--- src/hdl/trf_pkg.sv ---
// Constants and types of the flag bank
package trf_pkg;
    // ------------------------------------------------------------
    // Timing
    // ------------------------------------------------------------
    localparam int CLK_HZ = 20_000_000;
    localparam int CLK_NS = 1_000_000_000 / CLK_HZ;
    localparam int REFRESH_NS = 10_000;
    localparam int REFRESH_CYC = REFRESH_NS / CLK_NS;
    localparam int DLY_UNIT_US = 1_000;
    localparam int DLY_UNIT_CYC = (DLY_UNIT_US * 1_000) / CLK_NS;

    // ------------------------------------------------------------
    // Register byte offsets
    // ------------------------------------------------------------
    localparam logic [7:0] REG_REQ = 8'h00;
    localparam logic [7:0] REG_FLAGS = 8'h04;
    localparam logic [7:0] REG_MISC = 8'h08;
    localparam logic [7:0] REG_ERR = 8'h0C;
    localparam logic [7:0] REG_CFG = 8'h10;
    localparam logic [7:0] REG_HIST = 8'h14;
    localparam logic [7:0] REG_IRQ_STAT = 8'h18;
    localparam logic [7:0] REG_IRQ_MASK = 8'h1C;

    // ------------------------------------------------------------
    // Reset values and error codes
    // ------------------------------------------------------------
    localparam logic [31:0] CFG_RESET = 32'h0000_0001;
    localparam logic [15:0] ERR_NONE = 16'h0000;
    localparam logic [15:0] ERR_BUSY = 16'h0003;
    localparam logic [15:0] ERR_ADDR_ALL = 16'hFFFF;
    localparam logic [15:0] ERR_CLEARABLE = 16'h0006;

    // ------------------------------------------------------------
    // Interrupt bit positions
    // ------------------------------------------------------------
    localparam int IRQ_W = 5;
    localparam int IRQ_TUNE_DONE = 0;
    localparam int IRQ_LATCH_DONE = 1;
    localparam int IRQ_INIT_DONE = 2;
    localparam int IRQ_ERROR = 3;
    localparam int IRQ_REJECT = 4;

    // ------------------------------------------------------------
    // Types
    // ------------------------------------------------------------
    typedef enum logic [1:0] {
        MODE_TEMP_IN,
        MODE_STANDARD,
        MODE_HEATCOOL,
        MODE_MIX
    } trf_mode_t;

    typedef struct packed {
        logic [15:0] onDelay;
        logic [7:0] rsvd;
        logic [3:0] selfTune;
        logic rsvd1;
        logic expanded;
        logic [1:0] mode;
    } trf_cfg_t;

    typedef struct packed {
        logic [17:0] rsvd;
        logic errorClearRequest;
        logic initialDataRequest;
        logic [3:0] gainLatchRequest;
        logic [3:0] offsetLatchRequest;
        logic [3:0] tuningInstructionFlag;
    } trf_req_t;
endpackage : trf_pkg

--- src/hdl/trf_io_flags.sv ---
// Remote I/O handshake flags behind an AHB-Lite port
// Operation
// - Tuning status high while auto or self-tuning runs.
// - Instruction starts auto tuning; status self-clears at end.
// - Ch3/4 heating-cooling and ch2 mix status only in expanded mode.
// - Self-tuning only in standard control; status spans it.
// - Group rise status holds until the channel switches to its own PID.
// - Offset latch done set on store, cleared when its request falls.
// - Gain latch done set on store, cleared when its request falls.
// - Mirror output and ON-delay states; second set for heating-cooling.
// - ON-delay flag follows output flag after the configured delay.
// - Initial-data request applies parameters, then completed flag rises.
// - Initial-data request rejected with error 0003H if any channel runs.
// - Clear request on-then-off clears error only for 0003H/FFFFH or 0006H.
// - Clear request keeps history; history command erases it.
// - Error flag high on moderate or major error cause, and while a reported error stays latched.
// - Operation monitor flag high while the channel operates.
`timescale 1ns/1ps
module trf_io_flags #(
    parameter int DLY_UNIT_CYC = trf_pkg::DLY_UNIT_CYC // Cycles per ON-delay unit
) (
    input wire logic clk_sys, // System clock, 20 MHz
    input wire logic rst_n, // Async reset, active low
    input wire logic hsel, // AHB slave select
    input wire logic [31:0] haddr, // AHB address
    input wire logic [1:0] htrans, // AHB transfer type
    input wire logic hwrite, // AHB write
    input wire logic [2:0] hsize, // AHB size, word only
    input wire logic [31:0] hwdata, // AHB write data
    input wire logic hready, // AHB bus ready
    output logic hreadyout, // AHB slave ready
    output logic hresp, // AHB response, always OKAY
    output logic [31:0] hrdata, // AHB read data
    output logic irq, // Level interrupt
    input wire logic [3:0] chanRunning, // Channel operating
    input wire logic [3:0] autoTuneDone, // Auto tuning finished pulse
    output logic [3:0] autoTuneStart, // Auto tuning start pulse
    output logic [3:0] selfTuneEnable, // Self-tuning permitted
    input wire logic [3:0] selfTuneStart, // Self-tuning began pulse
    input wire logic [3:0] selfTuneDone, // Self-tuning finished pulse
    input wire logic [3:0] riseStart, // Simultaneous rise began pulse
    input wire logic [3:0] ownPidSwitch, // Switched to own PID pulse
    input wire logic [3:0] offsetStored, // Offset value stored pulse
    input wire logic [3:0] gainStored, // Gain value stored pulse
    input wire logic [3:0] outState1, // First transistor output state
    input wire logic [3:0] outState2, // Second transistor output state
    input wire logic errCause, // Moderate or major error present
    input wire logic errEvent, // Latched error report pulse
    input wire logic [15:0] errCodeIn, // Reported error code
    input wire logic [15:0] errAddrIn, // Reported error address
    output logic paramApply, // Apply buffered parameters pulse
    input wire logic paramApplied // Parameters now in effect pulse
);
    // ------------------------------------------------------------
    // Helpers
    // ------------------------------------------------------------
    function automatic logic [3:0] fallEdge(input logic [3:0] prev, input logic [3:0] cur);
        fallEdge = prev & ~cur;
    endfunction : fallEdge

    function automatic logic [3:0] riseEdge(input logic [3:0] prev, input logic [3:0] cur);
        riseEdge = ~prev & cur;
    endfunction : riseEdge

    typedef enum logic [1:0] {INIT_IDLE, INIT_APPLY, INIT_WAIT, INIT_DONE} trf_init_t;

    localparam int IRQ_W_LOC = trf_pkg::IRQ_W;
    trf_pkg::trf_cfg_t cfg_q;
    trf_pkg::trf_req_t req_q, smp_q, prv_q;
    logic smpValid_q;
    logic [15:0] refCnt_q;
    logic [15:0] unitCnt_q;
    logic unitTick;
    logic [3:0] tune_q, rise_q, offDone_q, gainDone_q, provided, tuneFlag;
    logic [3:0] dly1, dly2;
    trf_init_t initSt_q;
    logic initDone_q, errLatched_q;
    logic [15:0] errCode_q, errAddr_q;
    logic [7:0] hist_q;
    logic [IRQ_W_LOC-1:0] irqStat_q, irqMask_q, irqEv;
    logic [7:0] addr_q;
    logic wrPend_q;
    logic addrPh;
    logic rdStat;
    logic initRise, clrFall, anyRun, rejectEv, errSetEv;
    logic errFlag;

    // ------------------------------------------------------------
    // Link refresh and delay unit ticks
    // ------------------------------------------------------------
    // Refresh counter paces request sampling
    always_ff @(posedge clk_sys or negedge rst_n) begin
        if (!rst_n) begin
            refCnt_q <= 16'h0000;
        end else if (refCnt_q == 16'(trf_pkg::REFRESH_CYC - 1)) begin
            refCnt_q <= 16'h0000;
        end else begin
            refCnt_q <= refCnt_q + 16'h0001;
        end
    end

    // Delay unit prescaler for ON-delay timers
    always_ff @(posedge clk_sys or negedge rst_n) begin
        if (!rst_n) begin
            unitCnt_q <= 16'h0000;
        end else if (unitTick) begin
            unitCnt_q <= 16'h0000;
        end else begin
            unitCnt_q <= unitCnt_q + 16'h0001;
        end
    end
    assign unitTick = (unitCnt_q == 16'(DLY_UNIT_CYC - 1));

    always_ff @(posedge clk_sys or negedge rst_n) begin
        if (!rst_n) begin
            smp_q <= '0;
            prv_q <= '0;
            smpValid_q <= 1'b0;
        end else begin
            smpValid_q <= (refCnt_q == 16'h0000);
            if (refCnt_q == 16'h0000) begin
                prv_q <= smp_q;
                smp_q <= req_q;
            end
        end
    end

    // ------------------------------------------------------------
    // Tuning status
    // ------------------------------------------------------------
    // expanded-mode gating
    always_comb begin
        provided = 4'hF;
        if (trf_pkg::trf_mode_t'(cfg_q.mode) == trf_pkg::MODE_HEATCOOL && !cfg_q.expanded) begin
            provided[3:2] = 2'b00;
        end
        if (trf_pkg::trf_mode_t'(cfg_q.mode) == trf_pkg::MODE_MIX && !cfg_q.expanded) begin
            provided[1] = 1'b0;
        end
    end

    assign selfTuneEnable = cfg_q.selfTune
        & {4{trf_pkg::trf_mode_t'(cfg_q.mode) == trf_pkg::MODE_STANDARD}};

    // start auto tuning on instruction rise
    assign autoTuneStart = smpValid_q ? riseEdge(prv_q.tuningInstructionFlag,
        smp_q.tuningInstructionFlag) & provided & ~tune_q : 4'h0;

    // tuning status set on start, cleared on completion
    always_ff @(posedge clk_sys or negedge rst_n) begin
        if (!rst_n) begin
            tune_q <= 4'h0;
        end else begin
            tune_q <= (tune_q & ~autoTuneDone & ~selfTuneDone) | autoTuneStart
                | (selfTuneStart & selfTuneEnable);
        end
    end
    assign tuneFlag = tune_q & provided;

    // group rise held until own PID switch
    always_ff @(posedge clk_sys or negedge rst_n) begin
        if (!rst_n) begin
            rise_q <= 4'h0;
        end else begin
            rise_q <= (rise_q & ~ownPidSwitch) | riseStart;
        end
    end

    // ------------------------------------------------------------
    // Two-point correction latch handshakes
    // ------------------------------------------------------------
    // set on store, clear on sampled request fall
    always_ff @(posedge clk_sys or negedge rst_n) begin
        if (!rst_n) begin
            offDone_q <= 4'h0;
            gainDone_q <= 4'h0;
        end else begin
            offDone_q <= (offDone_q & ~(smpValid_q ? fallEdge(prv_q.offsetLatchRequest,
                smp_q.offsetLatchRequest) : 4'h0)) | offsetStored;
            gainDone_q <= (gainDone_q & ~(smpValid_q ? fallEdge(prv_q.gainLatchRequest,
                smp_q.gainLatchRequest) : 4'h0)) | gainStored;
        end
    end

    // ------------------------------------------------------------
    // Output mirrors with ON-delay
    // ------------------------------------------------------------
    // one delay follower per output state
    for (genvar i = 0; i < 4; i++) begin : g_dly
        trf_on_delay u_dly1 (
            .clk_sys(clk_sys),
            .rst_n(rst_n),
            .tick(unitTick),
            .delayUnits(cfg_q.onDelay),
            .src(outState1[i]),
            .dly(dly1[i])
        );
        trf_on_delay u_dly2 (
            .clk_sys(clk_sys),
            .rst_n(rst_n),
            .tick(unitTick),
            .delayUnits(cfg_q.onDelay),
            .src(outState2[i]),
            .dly(dly2[i])
        );
    end

    // ------------------------------------------------------------
    // Initial data setting and error handling
    // ------------------------------------------------------------
    assign anyRun = |chanRunning;
    assign initRise = smpValid_q && smp_q.initialDataRequest && !prv_q.initialDataRequest;
    assign clrFall = smpValid_q && !smp_q.errorClearRequest && prv_q.errorClearRequest;
    assign rejectEv = initRise && anyRun && initSt_q == INIT_IDLE;
    assign paramApply = (initSt_q == INIT_APPLY);

    always_ff @(posedge clk_sys or negedge rst_n) begin
        if (!rst_n) begin
            initSt_q <= INIT_IDLE;
        end else begin
            unique case (initSt_q)
                INIT_IDLE: begin
                    if (initRise && !anyRun) begin
                        initSt_q <= INIT_APPLY;
                    end
                end
                INIT_APPLY: begin
                    initSt_q <= INIT_WAIT;
                end
                INIT_WAIT: begin
                    if (paramApplied) begin
                        initSt_q <= INIT_DONE;
                    end
                end
                INIT_DONE: begin
                    if (smpValid_q && !smp_q.initialDataRequest) begin
                        initSt_q <= INIT_IDLE;
                    end
                end
            endcase
        end
    end
    assign initDone_q = (initSt_q == INIT_DONE);

    assign errSetEv = rejectEv || errEvent;
    always_ff @(posedge clk_sys or negedge rst_n) begin
        if (!rst_n) begin
            errLatched_q <= 1'b0;
            errCode_q <= trf_pkg::ERR_NONE;
            errAddr_q <= trf_pkg::ERR_NONE;
        end else if (errSetEv) begin
            errLatched_q <= 1'b1;
            errCode_q <= rejectEv ? trf_pkg::ERR_BUSY : errCodeIn;
            errAddr_q <= rejectEv ? trf_pkg::ERR_ADDR_ALL : errAddrIn;
        end else if (clrFall && ((errCode_q == trf_pkg::ERR_BUSY
                && errAddr_q == trf_pkg::ERR_ADDR_ALL) || errCode_q == trf_pkg::ERR_CLEARABLE)) begin
            errLatched_q <= 1'b0;
            errCode_q <= trf_pkg::ERR_NONE;
            errAddr_q <= trf_pkg::ERR_NONE;
        end
    end
    // flag follows cause or latched error
    assign errFlag = errCause || errLatched_q;

    // error count; only history command clears
    always_ff @(posedge clk_sys or negedge rst_n) begin
        if (!rst_n) begin
            hist_q <= 8'h00;
        end else if (errSetEv && hist_q != 8'hFF) begin
            hist_q <= hist_q + 8'h01;
        end else if (wrPend_q && addr_q == trf_pkg::REG_HIST) begin
            hist_q <= 8'h00;
        end
    end

    // ------------------------------------------------------------
    // Interrupts
    // ------------------------------------------------------------
    assign irqEv = {rejectEv, errSetEv, paramApplied && initSt_q == INIT_WAIT,
        |(offsetStored | gainStored), |(tune_q & (autoTuneDone | selfTuneDone))};
    assign rdStat = addrPh && !hwrite && haddr[7:0] == trf_pkg::REG_IRQ_STAT;

    // Sticky status, read clears, new events win
    always_ff @(posedge clk_sys or negedge rst_n) begin
        if (!rst_n) begin
            irqStat_q <= '0;
        end else begin
            irqStat_q <= (rdStat ? '0 : irqStat_q) | irqEv;
        end
    end
    assign irq = |(irqStat_q & irqMask_q);

    // ------------------------------------------------------------
    // AHB-Lite slave
    // ------------------------------------------------------------
    assign addrPh = hsel && htrans[1] && hready;
    assign hreadyout = 1'b1;
    assign hresp = 1'b0;

    // Address phase capture
    always_ff @(posedge clk_sys or negedge rst_n) begin
        if (!rst_n) begin
            addr_q <= 8'h00;
            wrPend_q <= 1'b0;
        end else begin
            wrPend_q <= addrPh && hwrite;
            if (addrPh) begin
                addr_q <= haddr[7:0];
            end
        end
    end

    // Register writes in the data phase
    always_ff @(posedge clk_sys or negedge rst_n) begin
        if (!rst_n) begin
            req_q <= '0;
            cfg_q <= trf_pkg::CFG_RESET;
            irqMask_q <= '0;
        end else if (wrPend_q) begin
            unique case (addr_q)
                trf_pkg::REG_REQ: req_q <= {18'h0_0000, hwdata[13:0]};
                trf_pkg::REG_CFG: cfg_q <= {hwdata[31:16], 8'h00, hwdata[7:4], 1'b0, hwdata[2:0]};
                trf_pkg::REG_IRQ_MASK: irqMask_q <= hwdata[IRQ_W_LOC-1:0];
                default: begin
                end
            endcase
        end
    end

    // Read data loaded at address phase
    always_ff @(posedge clk_sys or negedge rst_n) begin
        if (!rst_n) begin
            hrdata <= 32'h0000_0000;
        end else if (addrPh && !hwrite) begin
            unique case (haddr[7:0])
                trf_pkg::REG_REQ: hrdata <= req_q;
                trf_pkg::REG_FLAGS: hrdata <= {dly2, outState2, dly1, outState1,
                    gainDone_q, offDone_q, rise_q, tuneFlag};
                trf_pkg::REG_MISC: hrdata <= {26'h000_0000, errFlag, initDone_q, chanRunning};
                trf_pkg::REG_ERR: hrdata <= {errAddr_q, errCode_q};
                trf_pkg::REG_CFG: hrdata <= cfg_q;
                trf_pkg::REG_HIST: hrdata <= {24'h00_0000, hist_q};
                trf_pkg::REG_IRQ_STAT: hrdata <= {27'h000_0000, irqStat_q};
                trf_pkg::REG_IRQ_MASK: hrdata <= {27'h000_0000, irqMask_q};
                default: hrdata <= 32'h0000_0000;
            endcase
        end
    end
endmodule : trf_io_flags

--- src/hdl/trf_on_delay.sv ---
// ON-delay follower for one output state flag
`timescale 1ns/1ps
module trf_on_delay (
    input wire logic clk_sys, // System clock
    input wire logic rst_n, // Async reset, active low
    input wire logic tick, // Delay unit tick
    input wire logic [15:0] delayUnits, // ON-delay in units
    input wire logic src, // Undelayed output state
    output logic dly // Delayed output state
);
    logic [15:0] cnt_q;

    // Count while high; drop at once on fall
    always_ff @(posedge clk_sys or negedge rst_n) begin
        if (!rst_n) begin
            cnt_q <= 16'h0000;
            dly <= 1'b0;
        end else if (!src) begin
            cnt_q <= 16'h0000;
            dly <= 1'b0;
        end else if (cnt_q >= delayUnits) begin
            dly <= 1'b1;
        end else if (tick) begin
            cnt_q <= cnt_q + 16'h0001;
        end
    end
endmodule : trf_on_delay

--- config.mk ---
export PLATFORM = sky130hd
export DESIGN_NAME = trf_io_flags
export DESIGN_NICKNAME = d
export VERILOG_FILES = /design/src/hdl/trf_pkg.sv /design/src/hdl/trf_io_flags.sv /design/src/hdl/trf_on_delay.sv
export SDC_FILE = /design/constraint.sdc
export NUM_CORES = 1
export LEC_CHECK = 0
export ABC_AREA = 0
export BUFFER_PORTS_ARGS = -buffer_cell sky130_fd_sc_hd__buf_2
export CORE_ASPECT_RATIO = 1.2
export CORE_MARGIN = 3
export CORE_UTILIZATION = 35
export DETAILED_ROUTE_END_ITERATION = 6
export HOLD_SLACK_MARGIN = 0.02
export MAX_ROUTING_LAYER = met4
export SLEW_MARGIN = 20
export SYNTH_ARGS = -nofsm -noshare
export SYNTH_HDL_FRONTEND = slang
export SYNTH_SLANG_ARGS = --single-unit
--- constraint.sdc ---
create_clock -name clk_sys -period 5.83 [get_ports clk_sys]
set_clock_uncertainty 0.05 [all_clocks]
set_input_delay 0.583 -clock clk_sys [delete_from_list [all_inputs] [get_ports clk_sys]]
set_output_delay 0.583 -clock clk_sys [all_outputs]
set_load 0.02 [all_outputs]
; ---- After elaboration in Yosys (flattened, before gate mapping)
; Cells that the tools add are included.
[classes]
n_addsub = 11
n_lt_le_gt_ge = 8
eq_ne = 49
mux = 62
bitwise = 32
reduce_logical = 51
[ops]
columns = op, n
row1 = $mux W16, 31
row2 = $pmux W32 S8, 1
row3 = $add A16 B1 Y16 const B, 10
row4 = $ge A16 B16 Y1, 8
row5 = $and A4 B4 Y4, 14
row6 = $eq A8 B5 Y1 const B, 7
row7 = $ne A2 B1 Y1 const B, 18
row8 = $not A4 Y4, 9
row9 = $or A4 B4 Y4, 7
row10 = $reduce_and A2 Y1, 11
row11 = $logic_and A1 B1 Y1, 20
row12 = $mux W1, 19
row13 = $ne A2 B2 Y1 const B, 9
row14 = $eq A16 B15 Y1 const B, 1
row15 = $eq A16 B16 Y1 const B, 1
row16 = $eq A16 B2 Y1 const B, 1
row17 = $eq A16 B3 Y1 const B, 1
row18 = $eq A16 B8 Y1 const B, 1
row19 = $eq A8 B4 Y1 const B, 2
row20 = $logic_not A16 Y1, 1
row21 = $logic_not A8 Y1, 2
row22 = $mux W8, 2
row23 = $mux W4, 3
row24 = $reduce_or A4 Y1, 3
row25 = other kinds (16), 31
[word_totals]
register_bits = 344
in_bits = 149
out_inout_bits = 44
elab_cells = 265

; ---- Depth between registers and ports, before layout
[logic_depth]
depth_word = 8
ltp_mapped = 10

; ---- By module
; A second synthesis with hierarchy kept.
[unflattened]
cells_unflattened = 2187
area_unflattened_um2 = 21613.2
[by_module_without_submodules]
columns = mod, instances, cells_per_inst, area_per_inst_um2, seq_area_each_um2
row1 = trf_on_delay, 8, 166, 1470.2, 425.4
row2 = trf_io_flags, 1, 859, 9851.9, 5206.2

; ---- Worst setup path after synthesis
; OpenSTA, ideal clock, no wires.
[synth_timing]
kind = register to register
start = register cfg_q[25] (netlist bit)
end = register g_dly[1].u_dly2.cnt_q[14]
arrival_time_ps = 2591
required_ps = 5702
setup_slack_ps = 3111
path_stages_with_launch = 10
n_path_buf = 1
path_cell_list = dfrtp_1 inv_1 ha_1 a21o_1 a221o_1 a211oi_1 o2111ai_1 buf_2 or4_1 a21boi_1
[synth_between]
elab_chain_len = 3
[synth_lines]
columns = item, line
row1 = from (decl), trf_io_flags.sv:68  ; trf_pkg::trf_cfg_t cfg_q;
row2 = from (signal assigned), trf_io_flags.sv:317  ; cfg_q <= trf_pkg::CFG_RESET;
row3 = from (signal assigned), trf_io_flags.sv:322  ; trf_pkg::REG_CFG: cfg_q <= {hwdata[31:16], 8'h00, hwdata[7:4], 1'b0, hwdata[2:0]};
row4 = $ge A16 B16 Y1, trf_on_delay.sv:21  ; end else if (cnt_q >= delayUnits) begin
row5 = $ne A2 B2 Y1 (no source line), n/a
row6 = $reduce_and A2 Y1 (no source line), n/a
row7 = to (signal assigned), trf_on_delay.sv:24  ; cnt_q <= cnt_q + 16'h0001;
row8 = to (decl), trf_on_delay.sv:11  ; logic [15:0] cnt_q;
; Every way passes these cells.
; A chain may end at the register's enable or synchronous reset.

; ---- Worst setup path after layout
[layout_timing]
start = register cfg_q[27] (netlist bit)
end = register g_dly[1].u_dly2.cnt_q[15]
; The elaborated chain is that of the path after synthesis.

==> results.toml <==
[status]
status = "finished, violations left"
failed_checks = "hold timing"

[cells_and_area]
regArea_sq_um = 8610
layout.nets = 2404
layout.cells.most_common = "sky130_fd_sc_hd__dfrtp_1"
multi_input_area_sq_um = 10150
area_overhead_of_the_layout_relative_to_synthesis_pct = 14.54
most-common-layout-cells = "sky130_fd_sc_hd__dfrtp_1 (343), sky130_fd_sc_hd__nand2_1 (323), sky130_fd_sc_hd__buf_2 (159), sky130_fd_sc_hd__ha_1 (145), sky130_fd_sc_hd__o21ai_0 (99)"
finish.instance_area_sq_um = 22140
share_of_post_route_cells_with_drive_strength_above_1 = 0.1471
fillerInstances = 5324

[power]
p_per_area_nw_per_um2 = 248.7
clkPwrFrac = 0.448
power_report.internal_total_mw = 4.066
power.static_leakage_nw = 10.06
net_switching_power_figure_mw = 1.441
switching_share_of_power = 0.2617
share_seq_of_total_power = 0.463
comb_power_share = 0.088
vdd_ir_drop_max_v = 0.0002103

[clock_network]
clk_path_buf_depth = 3
postCtsResizedCells = 0
clkLatencyLatePin_ns = 0.57
post_cts.repair.setup_buffers = 0
htree_num_levels = 2
ctsHoldBuffers = 0
tritoncts = "done"
clkSlewWorstSetupHoldPaths_ns = 0.06
cts_inserted_buffers = 41
cts_root_buf = "sky130_fd_sc_hd__clkbuf_16"
tritoncts_num_sinks = 344

[global_routing]
grt_start_max_net_pins = 147
grt_pass1_vias = 15960
global_route.usage.total = 0.2048
grt_first_pass_wirelength_um = 91500
antenna_violations_before_repair = 8
overflow = 0

[drt]
first_iter_violations = 1273
routed_via_density = 5.712
drt_pass1_iterations = 6
wl_per_cell_um = 20.34
remaining_drc_errors = 0
vias = 16340
totalWireLength_um = 58200
ant_nets = 0

[critical_path]
worst-path-max-fanout = 12
timing.critical_path.from_type = "register"
critical_path_required_ns = 6.25
reg2regPathDepth = 8
cp_endpoint_kind = "register"
critical_path_class = "reg2reg"
timing.rr.end = "g_dly[1].u_dly2.cnt_q[15]"
setup.reg_to_reg.worst_slack_ns = 2.06
worst_r2r_startpoint = "cfg_q[27]"
critPathArrivalTime_ns = 4.18

[placement]
placed_area_sq_um = 20830
port-buffer-count = 160
place.detailed.hpwl_um = 40530
finalWeightedCongestion = 0.8910

[timing]
max_freq_ghz = 0.2654
hold_violations = 5
hold-worst-slack_ns = -0.01374
fin_setup_tns_ns = 0
setup_violations = 0
final.period_utilization = 0.6462
unrepaired_setup_endpoints_after_global_routing = "false"
period_minus_slack_ns = 3.767
final-max-slew-violation-count = 0
worst_slew_pin_slew_ns = 1.104
slew_limit_headroom = 0.2545

[synth]
synthMuxAreaShare = 0.05191
warnings_synthesis = 0
fraction_of_the_yosys_area_taken_by_sequential_cells = 0.4453
synth-compound-area-share = 0.1573
synth-edff-count = 0
post_synth_and_or_nand_nor_area_fraction = 0.2029
summed_instance_area_of_the_synthesized_netlist_sq_um = 19330
synth_nets = 2272
synth_top_family_by_area = "simple AND/OR/NAND/NOR gates"
synthFlopType = "sky130_fd_sc_hd__dfrtp_1"
ys_types = 69
syn_avg_cell_area_sq_um = 9.774
synth_seq_cells = 344
async_reset_ff_frac = 1.000
post_synth_fa_ha_maj_area_fraction = 0.09385
synthXorXnorAreaFrac = 0.01767
syn-instance-count = 1978

[floorplan]
die_h_um = 263.5
io-pin-count = 193
die_w_um = 220.5
fp.coreArea_sq_um = 54110
initial_utilization = 0.3573
num_rows = 93
die_area_sq_um = 58100

[job]
max_cap_viol_count = 0

[worst_hold_path]
hp-class = "in2async"
flip-flops by register name, summed over array words and instances (netlist names), 5 cells and up:
| name | cells |
|---|---|
| errAddr_q | 16 |
| prv_q | 14 |
| errCode_q | 16 |
| hrdata | 32 |
| irqStat_q | 5 |
| req_q | 14 |
| addr_q | 8 |
| refCnt_q | 16 |
| g_dly.u_dly1.cnt_q | 64 |
| cfg_q | 23 |
| smp_q | 14 |
| irqMask_q | 5 |
| g_dly.u_dly2.cnt_q | 64 |
| hist_q | 8 |
| unitCnt_q | 16 |
routing by layer:
metal | share of wire | global-route usage | routed length (um)
met2 | 0.49 | 0.3369 | 28550
met4 | 0.029 | 0.06054 | 1661
met3 | 0.053 | 0.03279 | 3111
met5 | 0 | - | 0
met1 | 0.43 | 0.2603 | 24880
power groups by stage:
stage,combinational [mW],clock [mW],sequential [mW]
6_report,0.486,2.47,2.55
4_1_cts,0.493,2.53,2.55
3_5_place_dp,0.490,0,2.59
5_1_grt,0.549,2.63,2.56
3_3_place_gp,0.474,0,2.59
2_1_floorplan,0.275,0,2.56
synth_stat cells, drive strengths merged, types with 24 or more instances:
master,number,area share
a21oi,69,0.018
a222oi,24,0.012
clkbuf,81,0.016
dfrtp,343,0.44
ha,145,0.094
inv,63,0.012
mux2,54,0.031
mux2i,35,0.018
nand2,323,0.063
nand2b,67,0.022
nand3,60,0.016
nand4,49,0.016
nor2,77,0.015
nor4,32,0.010
o211ai,49,0.020
o21ai,100,0.026
o311ai,29,0.013
o41ai,26,0.012
or4,41,0.016
xnor2,26,0.012
worst max-delay path: stages, from the launching register on:
cell and delay [ns]:
sky130_fd_sc_hd__dfrtp_1 0.39, sky130_fd_sc_hd__inv_1 0.49, sky130_fd_sc_hd__ha_1 0.36, sky130_fd_sc_hd__and2_0 0.18, sky130_fd_sc_hd__a221o_1 0.29, sky130_fd_sc_hd__a211oi_1 0.53, sky130_fd_sc_hd__o2111ai_1 0.53, sky130_fd_sc_hd__or4_1 0.63
sky130_fd_sc_hd__a21boi_0 0.20
worst max-delay path by stage:
stage	startpoint	to	cells after the start
3_5_place_dp	cfg_q[16]	g_dly[2].u_dly2.cnt_q[11]	7
4_1_cts	cfg_q[16]	g_dly[2].u_dly2.cnt_q[11]	7
6_report	cfg_q[27]	g_dly[1].u_dly2.cnt_q[15]	8
3_3_place_gp	cfg_q[16]	g_dly[2].u_dly2.cnt_q[11]	7
5_1_grt	cfg_q[27]	g_dly[0].u_dly1.cnt_q[15]	8
2_1_floorplan	cfg_q[25]	g_dly[1].u_dly2.cnt_q[14]	9
per-stage QoR:
step | utilization | power (mW) | hold slack, ns | instances | worst slack [ns]
after global routing | 0.4093 | 5.738 | 0.05618 | 2861 | 1.820
after CTS | 0.4083 | 5.577 | 0.02302 | 2851 | 1.906
after global placement | 0.3850 | 3.065 | 0.4018 | 2777 | 2.065
after detailed placement | 0.3850 | 3.085 | 0.4100 | 2777 | 1.966
final | 0.4093 | 5.507 | -0.01374 | 2861 | 2.063
after floorplan | - | 2.838 | 0.2374 | 1978 | 3.111
logic make-up after synthesis:
| kind of cell | after synthesis |
|---|---|
| flip-flops | 344 |
| buffers and inverters | 151 |
| adder cells (fa/ha/maj) | 145 |
| XOR/XNOR | 39 |
| multiplexers | 91 |
| AO/OA/AOI/OAI | 431 |
| AND/OR/NAND/NOR | 775 |
| other | 2 |
final cells by class:
cell class / instances / share of cell area
Antenna cell: 8 / 0.0009041
Clock buffer: 60 / 0.05181
Clock inverter: 14 / 0.005311
Inverter: 63 / 0.01068
Multi-Input combinational cell: 1483 / 0.4584
Sequential cell: 344 / 0.3888
Tap cell: 712 / 0.04023
Timing Repair Buffer: 177 / 0.04385
Note: power is estimated with default switching activity, not from simulation.
